==> config.mk <==
export PLATFORM = sky130hd
export DESIGN_NAME = smt_timer
export DESIGN_NICKNAME = d
export VERILOG_FILES = /design/src/smt_timer.v
export VERILOG_INCLUDE_DIRS = /design/src
export SDC_FILE = /design/constraint.sdc
export NUM_CORES = 1
export LEC_CHECK = 0
export BUFFER_PORTS_ARGS = -buffer_cell sky130_fd_sc_hd__buf_2
export CAP_MARGIN = 20
export CORE_MARGIN = 2
export CORE_UTILIZATION = 45
export DETAILED_ROUTE_END_ITERATION = 8
export PLACE_DENSITY = 0.7
export SLEW_MARGIN = 10
export SYNTH_ARGS = -nofsm -noshare
export SYNTH_HDL_FRONTEND = slang
export SYNTH_SLANG_ARGS = --single-unit
==> constraint.sdc <==
create_clock -name clk -period 4.65 [get_ports clk]
set_input_delay 0.6975 -clock clk [delete_from_list [all_inputs] [get_ports clk]]
set_output_delay 0.6975 -clock clk [all_outputs]
set_load 0.005 [all_outputs]
==> src/smt_map.vh <==
// Register map, field positions and constants of the measurement timer
// How it works
// - 24-bit up counter is the time base
// - Optional 16-bit counter width mode
// - 24-bit period match value, only low 16 bits compared in 16-bit mode
// - Three-bit field picks one of five clocks
// - Two-bit prescaler clocks counter and synchronisers
// - Match rolls counter to zero, raises interrupt
// - Clear bit forces counter to zero
// - Width latch loads on trigger or update bit
// - Period latch loads on trigger or update bit
// - Halt bit stops rollover, match flag persists
// - Polarity bits invert window, signal, clock
// - Window flag shows corrected window level while run flag set
// - Signal flag shows corrected signal level while run flag set
// - Run flag follows run request and enable, delayed
// - Single acquisition stops and clears run request
// - Four-bit mode field selects operating mode
// - Timer mode counts freely, match resets
// - Gated timer: signal gates, falling edge latches
// - Period mode: fall latches width, rise period
// - Single period acquisition clears run on second rise
// - Latch updates raise acquisition flags
// - Acquisition flags generated on timer clock
`ifndef SMT_MAP_VH
`define SMT_MAP_VH
`define SMT_A_CON0      4'h0
`define SMT_A_CON1      4'h1
`define SMT_A_STAT      4'h2
`define SMT_A_CLK       4'h3
`define SMT_A_TMR       4'h4
`define SMT_A_PER       4'h5
`define SMT_A_CPW       4'h6
`define SMT_A_CPR       4'h7
`define SMT_A_FLAG      4'h8
// Control zero: prescale[1:0] clk_inv 2 sig_inv 3 win_inv 4 halt 5 en 7
`define SMT_C0_CINV     2
`define SMT_C0_SINV     3
`define SMT_C0_WINV     4
`define SMT_C0_HALT     5
`define SMT_C0_EN       7
// Control one: mode[3:0] repeat 6 run 7 wide16 8
`define SMT_C1_REP      6
`define SMT_C1_GO       7
`define SMT_C1_W16      8
// Status write: width update 0, period update 1, clear 2
`define SMT_ST_CPW      0
`define SMT_ST_CPR      1
`define SMT_ST_RST      2
// Status read: window 0, signal 1, run 2
`define SMT_ST_WS       0
`define SMT_ST_AS       1
`define SMT_ST_TS       2
`define SMT_M_TIMER     4'h0
`define SMT_M_GATED     4'h1
`define SMT_M_PERDUTY   4'h2
`define SMT_M_HILO      4'h3
`define SMT_M_WIN       4'h4
`define SMT_M_GWIN      4'h5
`define SMT_M_TOF       4'h6
`define SMT_M_CAPT      4'h7
`define SMT_M_CNT       4'h8
`define SMT_M_GCNT      4'h9
`define SMT_M_WCNT      4'hA
`define SMT_PER_RST     24'hFF_FFFF
`define SMT_MASK16      24'h00_FFFF
`endif

==> src/smt_timer.v <==
// Signal measurement timer core with register port
`timescale 1ns/10ps
`include "smt_map.vh"
module smt_timer #(
  parameter CW = 24
) (
  input  wire          clk,
  input  wire          rst,
  input  wire          ce,
  input  wire [3:0]    addr,
  input  wire [31:0]   wdata,
  input  wire          wr,
  input  wire          rd,
  output reg  [31:0]   rdata,
  input  wire [4:0]    clk_sources,
  input  wire          measured_signal,
  input  wire          window_input,
  output reg           period_match_irq,
  output reg           width_capture_flag,
  output reg           period_capture_flag
);

  // -------------------------------------------------------------------
  // Registers
  // -------------------------------------------------------------------
  reg [7:0]    con0_r;
  reg [8:0]    con1_r;
  reg [2:0]    clock_source_field_r;
  reg [CW-1:0] measure_counter_r;
  reg [CW-1:0] period_match_value_r;
  reg [CW-1:0] pulse_width_latch_r;
  reg [CW-1:0] period_latch_r;
  reg          run_flag_r;

  wire [1:0] prescale_field = con0_r[1:0];
  wire       halt_at_match  = con0_r[`SMT_C0_HALT];
  wire       enable         = con0_r[`SMT_C0_EN];
  wire [3:0] mode           = con1_r[3:0];
  wire       repeat_en      = con1_r[`SMT_C1_REP];
  wire       run_request    = con1_r[`SMT_C1_GO];
  wire       wide16         = con1_r[`SMT_C1_W16];

  function [CW-1:0] smt_trim;
    input [CW-1:0] v;
    input          w16;
    begin
      smt_trim = w16 ? (v & `SMT_MASK16) : v;
    end
  endfunction

  // -------------------------------------------------------------------
  // Clock selection and prescaler (tick enable on clk)
  // -------------------------------------------------------------------
  // Sources arrive as levels from other domains; two flops before use
  reg [4:0] src_m_r;
  reg [4:0] src_s_r;
  reg       src_d_r;
  reg [7:0] pre_r;
  wire sel_raw = (clock_source_field_r < 3'd5) ?
                 src_s_r[clock_source_field_r] : 1'b0;
  wire sel_lvl = sel_raw ^ con0_r[`SMT_C0_CINV];
  wire src_edge = sel_lvl & ~src_d_r;
  wire [7:0] pre_max = (prescale_field == 2'd0) ? 8'h00 :
                       (prescale_field == 2'd1) ? 8'h01 :
                       (prescale_field == 2'd2) ? 8'h03 : 8'h07;
  wire tick = src_edge && (pre_r >= pre_max);

  always @(posedge clk) begin
    if (rst) begin
      src_m_r <= 5'h00;
      src_s_r <= 5'h00;
      src_d_r <= 1'b0;
      pre_r   <= 8'h00;
    end else if (ce) begin
      src_m_r <= clk_sources;
      src_s_r <= src_m_r;
      src_d_r <= sel_lvl;
      if (tick)
        pre_r <= 8'h00;
      else if (src_edge)
        pre_r <= pre_r + 8'h01;
    end
  end

  // -------------------------------------------------------------------
  // Input synchronisers, first flop on clk, the rest stepped on the timer tick
  // -------------------------------------------------------------------
  reg sig_m_r, sig_s_r, sig_d_r;
  reg win_m_r, win_s_r, win_d_r;
  reg go_s_r;
  wire sig_act  = sig_s_r ^ con0_r[`SMT_C0_SINV];
  wire win_act  = win_s_r ^ con0_r[`SMT_C0_WINV];
  wire sig_rise = sig_act & ~sig_d_r;
  wire sig_fall = ~sig_act & sig_d_r;
  always @(posedge clk) begin
    if (rst) begin
      sig_m_r <= 1'b0; sig_s_r <= 1'b0; sig_d_r <= 1'b0;
      win_m_r <= 1'b0; win_s_r <= 1'b0; win_d_r <= 1'b0;
      go_s_r  <= 1'b0;
    end else if (ce) begin
      sig_m_r <= measured_signal;
      win_m_r <= window_input;
      if (tick) begin
        sig_s_r <= sig_m_r;
        win_s_r <= win_m_r;
        sig_d_r <= sig_act;
        win_d_r <= win_act;
        go_s_r  <= run_request & enable;
      end
    end
  end

  // -------------------------------------------------------------------
  // Counter, match and acquisition
  // -------------------------------------------------------------------
  wire [CW-1:0] cnt   = smt_trim(measure_counter_r, wide16);
  wire [CW-1:0] per   = smt_trim(period_match_value_r, wide16);
  wire          match = (cnt == per);
  wire          running = go_s_r;
  wire          sync_mode = ~mode[3];

  reg           cnt_inc, cnt_zero, cnt_one, cap_w, cap_p, stop_go;
  // First rise latches a period but cannot stop the run; the second one can end a single acquisition
  reg           armed_r;
  always @* begin
    cnt_inc  = 1'b0;
    cnt_zero = 1'b0;
    cnt_one  = 1'b0;
    cap_w    = 1'b0;
    cap_p    = 1'b0;
    stop_go  = 1'b0;
    if (tick && running && sync_mode) begin
      case (mode)
        `SMT_M_TIMER: begin
          cnt_inc = 1'b1;
        end
        `SMT_M_GATED: begin
          cnt_inc = sig_act;
          cap_w   = sig_fall;
          stop_go = sig_fall & ~repeat_en;
        end
        `SMT_M_PERDUTY: begin
          cnt_inc = 1'b1;
          cap_w   = sig_fall;
          if (sig_rise) begin
            cap_p   = 1'b1;
            cnt_one = 1'b1;
            stop_go = ~repeat_en & armed_r;
          end
        end
        default: begin
          cnt_inc = 1'b1;
        end
      endcase
      if (match && !cnt_one) begin
        cnt_inc  = 1'b0;
        cnt_zero = ~halt_at_match;
      end
    end
  end

  wire wr_tmr = wr && addr == `SMT_A_TMR;
  wire wr_st  = wr && addr == `SMT_A_STAT;
  wire rst_cnt = wr_st && wdata[`SMT_ST_RST];
  wire sw_cpw  = wr_st && wdata[`SMT_ST_CPW];
  wire sw_cpr  = wr_st && wdata[`SMT_ST_CPR];

  always @(posedge clk) begin
    if (rst) begin
      measure_counter_r   <= {CW{1'b0}};
      pulse_width_latch_r <= {CW{1'b0}};
      period_latch_r      <= {CW{1'b0}};
      period_match_irq    <= 1'b0;
      width_capture_flag  <= 1'b0;
      period_capture_flag <= 1'b0;
      run_flag_r          <= 1'b0;
      armed_r             <= 1'b0;
    end else if (ce) begin
      if (!running)
        armed_r <= 1'b0;
      else if (tick && mode == `SMT_M_PERDUTY && sig_rise)
        armed_r <= 1'b1;
      width_capture_flag  <= cap_w | sw_cpw;
      period_capture_flag <= cap_p | sw_cpr;
      run_flag_r          <= go_s_r;
      if (tick && running && match)
        period_match_irq <= 1'b1;
      else if (!halt_at_match || rst_cnt || wr_tmr || !match)
        period_match_irq <= 1'b0;
      if (rst_cnt)
        measure_counter_r <= {CW{1'b0}};
      else if (wr_tmr)
        measure_counter_r <= smt_trim(wdata[CW-1:0], wide16);
      else if (cnt_one)
        measure_counter_r <= {{(CW-1){1'b0}}, 1'b1};
      else if (cnt_zero)
        measure_counter_r <= {CW{1'b0}};
      else if (cnt_inc)
        measure_counter_r <= smt_trim(cnt + 1'b1, wide16);
      if (cap_w || sw_cpw)
        pulse_width_latch_r <= cnt;
      if (cap_p || sw_cpr)
        period_latch_r <= cnt;
    end
  end

  // -------------------------------------------------------------------
  // Register port
  // -------------------------------------------------------------------
  always @(posedge clk) begin
    if (rst) begin
      con0_r               <= 8'h00;
      con1_r               <= 9'h000;
      clock_source_field_r <= 3'h0;
      period_match_value_r <= `SMT_PER_RST;
      rdata                <= 32'h0000_0000;
    end else if (ce) begin
      if (wr && addr == `SMT_A_CON0)
        con0_r <= {wdata[7], 1'b0, wdata[5:0]};
      if (wr && addr == `SMT_A_CON1)
        con1_r <= {wdata[8:6], 2'b00, wdata[3:0]};
      else if (stop_go)
        con1_r[`SMT_C1_GO] <= 1'b0;
      if (wr && addr == `SMT_A_CLK)
        clock_source_field_r <= wdata[2:0];
      if (wr && addr == `SMT_A_PER)
        period_match_value_r <= wdata[CW-1:0];
      rdata <= 32'h0000_0000;
      if (rd) begin
        case (addr)
          `SMT_A_CON0: rdata <= {24'h00_0000, con0_r};
          `SMT_A_CON1: rdata <= {23'h00_0000, con1_r};
          `SMT_A_STAT: rdata <= {29'h0000_0000, run_flag_r,
                                 sig_act & run_flag_r,
                                 win_act & run_flag_r};
          `SMT_A_CLK:  rdata <= {29'h0000_0000, clock_source_field_r};
          `SMT_A_TMR:  rdata <= {8'h00, cnt};
          `SMT_A_PER:  rdata <= {8'h00, period_match_value_r};
          `SMT_A_CPW:  rdata <= {8'h00, pulse_width_latch_r};
          `SMT_A_CPR:  rdata <= {8'h00, period_latch_r};
          `SMT_A_FLAG: rdata <= {31'h0000_0000, period_match_irq};
          default:     rdata <= 32'h0000_0000;
        endcase
      end
    end
  end

endmodule // smt_timer

# Word-level counts from Yosys, hierarchy flattened
# Index checks and enable logic that the tools add are counted.
dict set report totals {
  input_bits 48
  output_inout_bits 35
  register_bits 175
}
dict set report classes {
  n_reduce_logical 43
  muxes 40
  n_bitwise 19
  order_cmp 3
  n_addsub 2
  n_eq_ne 14
}
# cell count
set op_table {}
lappend op_table {{$mux 24} 10}
lappend op_table {{$pmux 24 s9} 1}
lappend op_table {{$add 24x1->24 const B} 1}
lappend op_table {{$eq 24x24->1} 1}
lappend op_table {{$reduce_and 2->1} 12}
lappend op_table {{$mux 1} 22}
lappend op_table {{$eq 4x3->1 const B} 4}
lappend op_table {{$logic_and 1x1->1} 16}
lappend op_table {{$mux 8} 2}
lappend op_table {{$eq 4x2->1 const B} 3}
lappend op_table {{$mux 3} 3}
lappend op_table {{$add 8x1->8 const B} 1}
lappend op_table {{$and 1x1->1} 8}
lappend op_table {{$eq 4x1->1 const B} 2}
lappend op_table {{$ge 8x3->1} 1}
lappend op_table {{$not 1->1} 6}
lappend op_table {{$reduce_bool 2->1} 3}
lappend op_table {{$logic_or 1x1->1} 5}
lappend op_table {{$reduce_bool 5->1} 1}
lappend op_table {{$eq 4x4->1 const B} 1}
lappend op_table {{$logic_not 4->1} 1}
lappend op_table {{$lt 3x4->1 const B} 1}
lappend op_table {{$bmux 1 s3} 1}
lappend op_table {{$logic_not 1->1} 3}
lappend op_table {{9 further kinds} 12}

# Longest topological paths before layout
dict set report depth {
  ltp_word 18
  mapped_depth 11
  ltp_nobuf 9
}

# Least setup slack after synthesis
# OpenSTA, ideal clock, no wires.
dict set report synth_timing {
  kind {input port to flip-flop}
  startpoint {in addr[1]}
  endpoint {reg measure_counter_r[10]}
  stages 8
  setup_ns 0.117
  path_buffers 1
  setup_slack_ns 1.921
  arrival_ns 2.612
  path_cell_list {or4b_1 -> o21ai_0 -> o221ai_1 -> or4_4 -> a31oi_4 -> nor2_2 -> buf_6 -> a22o_1}
}
dict set report synth_via {
  elab_chain_cells 5
}
# item line_no
set synth_rtl {}
lappend synth_rtl {{start, declared} smt_timer.v:10} ;# input wire [3:0] addr,
lappend synth_rtl {{$eq 4x2->1} --}
lappend synth_rtl {{$logic_and 1x1->1 (no line)} --}
lappend synth_rtl {{$logic_and 1x1->1} smt_timer.v:164} ;# wire rst_cnt = wr_st && wdata[`SMT_ST_RST];
lappend synth_rtl {{$reduce_bool 5->1 (no line)} --}
lappend synth_rtl {{$reduce_and 2->1 (no line)} --}
lappend synth_rtl {{end signal, assigned} smt_timer.v:170} ;# measure_counter_r <= {CW{1'b0}};
lappend synth_rtl {{end signal, assigned} smt_timer.v:191} ;# measure_counter_r <= {CW{1'b0}};
lappend synth_rtl {{end signal, assigned} smt_timer.v:193} ;# measure_counter_r <= smt_trim(wdata[CW-1:0], wide16);
lappend synth_rtl {{end, declared} smt_timer.v:29} ;# reg [CW-1:0] measure_counter_r;
# Several ways; a longest one is shown, not always the timed one.
# A chain may end at the register's enable or synchronous reset.

# Worst setup path in the final report
dict set report layout_timing {
  startpoint {reg con0_r[0]}
  endpoint {reg pulse_width_latch_r[19]}
}
dict set report layout_via {
  elab_chain_cells 11
}
# item line_no
set layout_rtl {}
lappend layout_rtl {{start, declared} smt_timer.v:26} ;# reg [7:0] con0_r;
lappend layout_rtl {{start signal, assigned} smt_timer.v:219} ;# con0_r <= {wdata[7], 1'b0, wdata[5:0]};
lappend layout_rtl {{$eq 2x2->1} smt_timer.v:65} ;# (prescale_field == 2'd2) ? 8'h03 : 8'h07;
lappend layout_rtl {{$mux 3} smt_timer.v:65}
lappend layout_rtl {{$mux 3} smt_timer.v:64} ;# (prescale_field == 2'd1) ? 8'h01 :
lappend layout_rtl {{$mux 3 (*)} smt_timer.v:63} ;# wire [7:0] pre_max = (prescale_field == 2'd0) ? 8'h00 :
lappend layout_rtl {{$ge 8x3->1 (*)} smt_timer.v:66} ;# wire tick = src_edge && (pre_r >= pre_max);
lappend layout_rtl {{$logic_and 1x1->1 (*)} smt_timer.v:66}
lappend layout_rtl {{$logic_and 1x1->1 (*) (2 in a row)} smt_timer.v:132} ;# if (tick && running && sync_mode) begin
lappend layout_rtl {{$mux 1 (*)} smt_timer.v:132}
lappend layout_rtl {{$logic_or 1x1->1 (*)} smt_timer.v:200} ;# if (cap_w || sw_cpw)
lappend layout_rtl {{$reduce_and 2->1 (no line) (*)} --}
lappend layout_rtl {{end signal, assigned} smt_timer.v:171} ;# pulse_width_latch_r <= {CW{1'b0}};
lappend layout_rtl {{end signal, assigned} smt_timer.v:201} ;# pulse_width_latch_r <= cnt;
lappend layout_rtl {{end, declared} smt_timer.v:31} ;# reg [CW-1:0] pulse_width_latch_r;
# Mark *: on every way between the ends. The rest lies on a longest branch, timed or not.

==> flow_metrics.py <==
metrics = {
    "outcome": {
        "status": "finished, final reports clean",
    },
    "setup_path": {
        "crit_path_end_kind": "register",
        "required_ns": 4.94,
        "reg2reg_slack_ns": 1.22,
        "cp_max_fo": 13,
        "criticalPathCategory": "register to register",
        "cp-start-kind": "register",
        "r2r-end": "pulse_width_latch_r[19]",
        "critPathArrivalTime_ns": 3.73,
        "reg2reg_depth": 10,
        "r2r_start": "con0_r[0]",
    },
    "clock_network": {
        "path_clk_slew_ns": 0.06,
        "cts-resized-gates": 0,
        "clkLatencyLatePin_ns": 0.43,
        "hold_buffers": 0,
        "root_buffer": "clkbuf_16",
        "post_cts_buffers": 0,
        "clockBufferDepth": 2,
        "cts.sinks": 167,
        "cts_buffers": 17,
        "cts_tree": "built",
        "h-tree-depth": 4,
    },
    "placed_design": {
        "gp_congestion": 0.8622,
        "io_buffers": 66,
        "place_hpwl_um": 14810,
    },
    "grt": {
        "grt_pass1_vias": 6619,
        "antenna_found_initial": 0,
        "grt_util_all_layers": 0.2305,
        "grt_pass1_wl_um": 35720,
        "grt_max_degree": 61,
        "grt-ovfl-total": 0,
    },
    "yosys": {
        "ys_seq_elements": 167,
        "synth.top_cells.by_count": "167 x dfxtp_1, 133 x nor2_1, 107 x mux2i_1",
        "syn_area_mm2": 0.008188,
        "netlist.area_leader.share": 0.4083,
        "synth_most_common_cell": "dfxtp_1",
        "synth-compound-area-share": 0.1669,
        "yosys.area_share.simple": 0.1831,
        "yosys.area_share.adder": 0.007641,
        "syn_inst": 918,
        "synth_xor_area_frac": 0.04172,
        "ys_warn_count": 0,
        "synth_edf_count": 0,
        "synth_top_family_by_area": "simple AND/OR/NAND/NOR gates",
        "seq_area_frac_synth": 0.4083,
        "ys.flop_type": "dfxtp_1",
        "synth_top_area_cell": "dfxtp_1",
        "synth.distinct_cells": 69,
        "avgSynthCellArea_um2": 8.919,
        "ys_async_sr_fraction": 0,
        "synth_mux_area_frac": 0.1391,
        "synth_area_leaders": "dfxtp_1 41%, mux2i_1 13%, nor2_1 6.1%, a22oi_1 4.0%, a21oi_1 3.6%",
    },
    "floorplan": {
        "dieArea_mm2": 0.01929,
        "pin_count": 83,
        "coreArea_mm2": 0.01790,
        "num_rows": 49,
        "dieWidth_um": 138.9,
        "die_h_um": 138.9,
        "start_util": 0.4574,
    },
    "route": {
        "routedWlPerCell_um": 18.60,
        "drtIter0Drc": 615,
        "wirelength_um": 22210,
        "firstDrtPassIters": 6,
        "ant_nets": 0,
        "viasPerCell": 5.867,
        "drc_errors": 0,
        "vias": 7005,
    },
    "sta": {
        "fin_tns_setup_ns": 0,
        "fin_crit_ns": 3.435,
        "worstMarginPinSlew_ns": 1.123,
        "setup_violations": 0,
        "maxSlewViolCount": 0,
        "fin_hold_ws_ns": 0.4643,
        "max_freq_mhz": 291.2,
        "relSlewSlack": 0.2458,
        "rsz0062_at_grt": "no",
        "final.period_utilization": 0.7386,
        "final_hold_viol_count": 0,
        "finClkSkew_ns": 0.007949,
    },
    "worst_hold_path": {
        "min-delay-path-class": "register to register",
        "hold_depth": 2,
        "hold_end": "rdata[0]",
        "min_from": "rdata[0]",
    },
    "pwr": {
        "leakage_uw": 0.003566,
        "ir_worst_vdd_mv": 0.2925,
        "pwr_density_cell_mw_per_mm2": 333.7,
    },
    "cells_and_area": {
        "drive_gt1_frac": 0.1420,
        "n_antenna_cell": 0,
        "area_delta_synth_final_pct": 12.35,
        "finalNetCount": 1006,
    },
    "job": {
        "cap_violations": 0,
    },
}
==> placed cells by master, fill, tap and decap left out, types with 17 or more instances in the layout <==
cell type / netlist / final
dfxtp_1: 167 / 167
nor2_1: 133 / 132
mux2i_1: 107 / 107
nand2_1: 74 / 74
buf_2: 18 / 66
a21oi_1: 59 / 59
a22oi_1: 44 / 44
xor2_1: 25 / 25
nand3_1: 22 / 22
inv_1: 17 / 17
clkbuf_16: 0 / 17
==> final cells by class <==
cell class | count | area (um2)
clock buffer | 19 | 452.9
timing repair buffer | 82 | 450.4
fill | 1708 | 8703
clock inverter | 12 | 141.4
inverter | 18 | 67.56
multi-input combinational | 667 | 4457
sequential | 167 | 3343
tap | 229 | 286.5
==> sequential cells by signal, summed over array words and instances (netlist names), 7 cells and up <==
name and cells:
measure_counter_r 24, period_latch_r 24, period_match_value_r 24, pulse_width_latch_r 24
rdata 24, pre_r 8, con0_r 7, con1_r 7
==> worst max-delay path, stage by stage, from the launching register on <==
cell and delay, ns:
dfxtp_1 0.34, or2_2 0.30, ha_1 0.27, nor2_1 0.03
a21oi_1 0.35, o21ai_0 0.23, o41ai_1 0.45, nand2_1 0.60
buf_4 0.46, mux2i_1 0.17, nor2_1 0.06
==> power by group <==
part	internal, uW	total, uW	switching, uW	leakage (uW)
registers	1450	1460	16.2	0.00135
logic	58.3	178	119	0.00193
clock network	825	1430	606	0.000287
==> logic make-up after synthesis <==
group	Yosys count
adder cells (fa/ha/maj)	5
other	1
AO/OA/AOI/OAI	191
AND/OR/NAND/NOR	313
multiplexers	111
buffers and inverters	91
XOR/XNOR	39
flip-flops	167
==> metal layers <==
layer | global-route usage | share of wire | up-vias | wire length, um
met5 | 0 | 0 | - | 0
met4 | 0.08240 | 0.018 | 0 | 402
met3 | 0.04662 | 0.065 | 32 | 1441
met2 | 0.3648 | 0.46 | 264 | 10220
met1 | 0.3141 | 0.46 | 3346 | 10150
li1 | - | - | 3363 | -
==> worst max path at each step <==
stage,cells after the start,to,start,slack (ns)
after floorplan,8,measure_counter_r[10],addr[1],1.92
after global placement,8,measure_counter_r[4],addr[1],1.21
after detailed placement,8,measure_counter_r[4],addr[1],1.22
after CTS,10,pulse_width_latch_r[19],con0_r[0],1.27
after global routing,10,pulse_width_latch_r[19],con0_r[0],0.95
final,10,pulse_width_latch_r[19],con0_r[0],1.22
==> per-stage QoR <==
| stage | total power (uW) | cells | setup WS [ns] | area, um2 | util |
|---|---|---|---|---|---|
| final | 3069 | 1194 | 1.215 | 9199 | 0.5138 |
| after global routing | 3166 | 1194 | 0.9472 | 9199 | 0.5138 |
| after CTS | 3089 | 1194 | 1.273 | 9199 | 0.5138 |
| after detailed placement | 1668 | 1163 | 1.223 | 8605 | 0.4806 |
| after global placement | 1665 | 1162 | 1.211 | 8600 | 0.4804 |
| after floorplan | 1608 | 925 | 1.921 | 8214 | - |
Note: power is estimated with default switching activity, not from simulation.
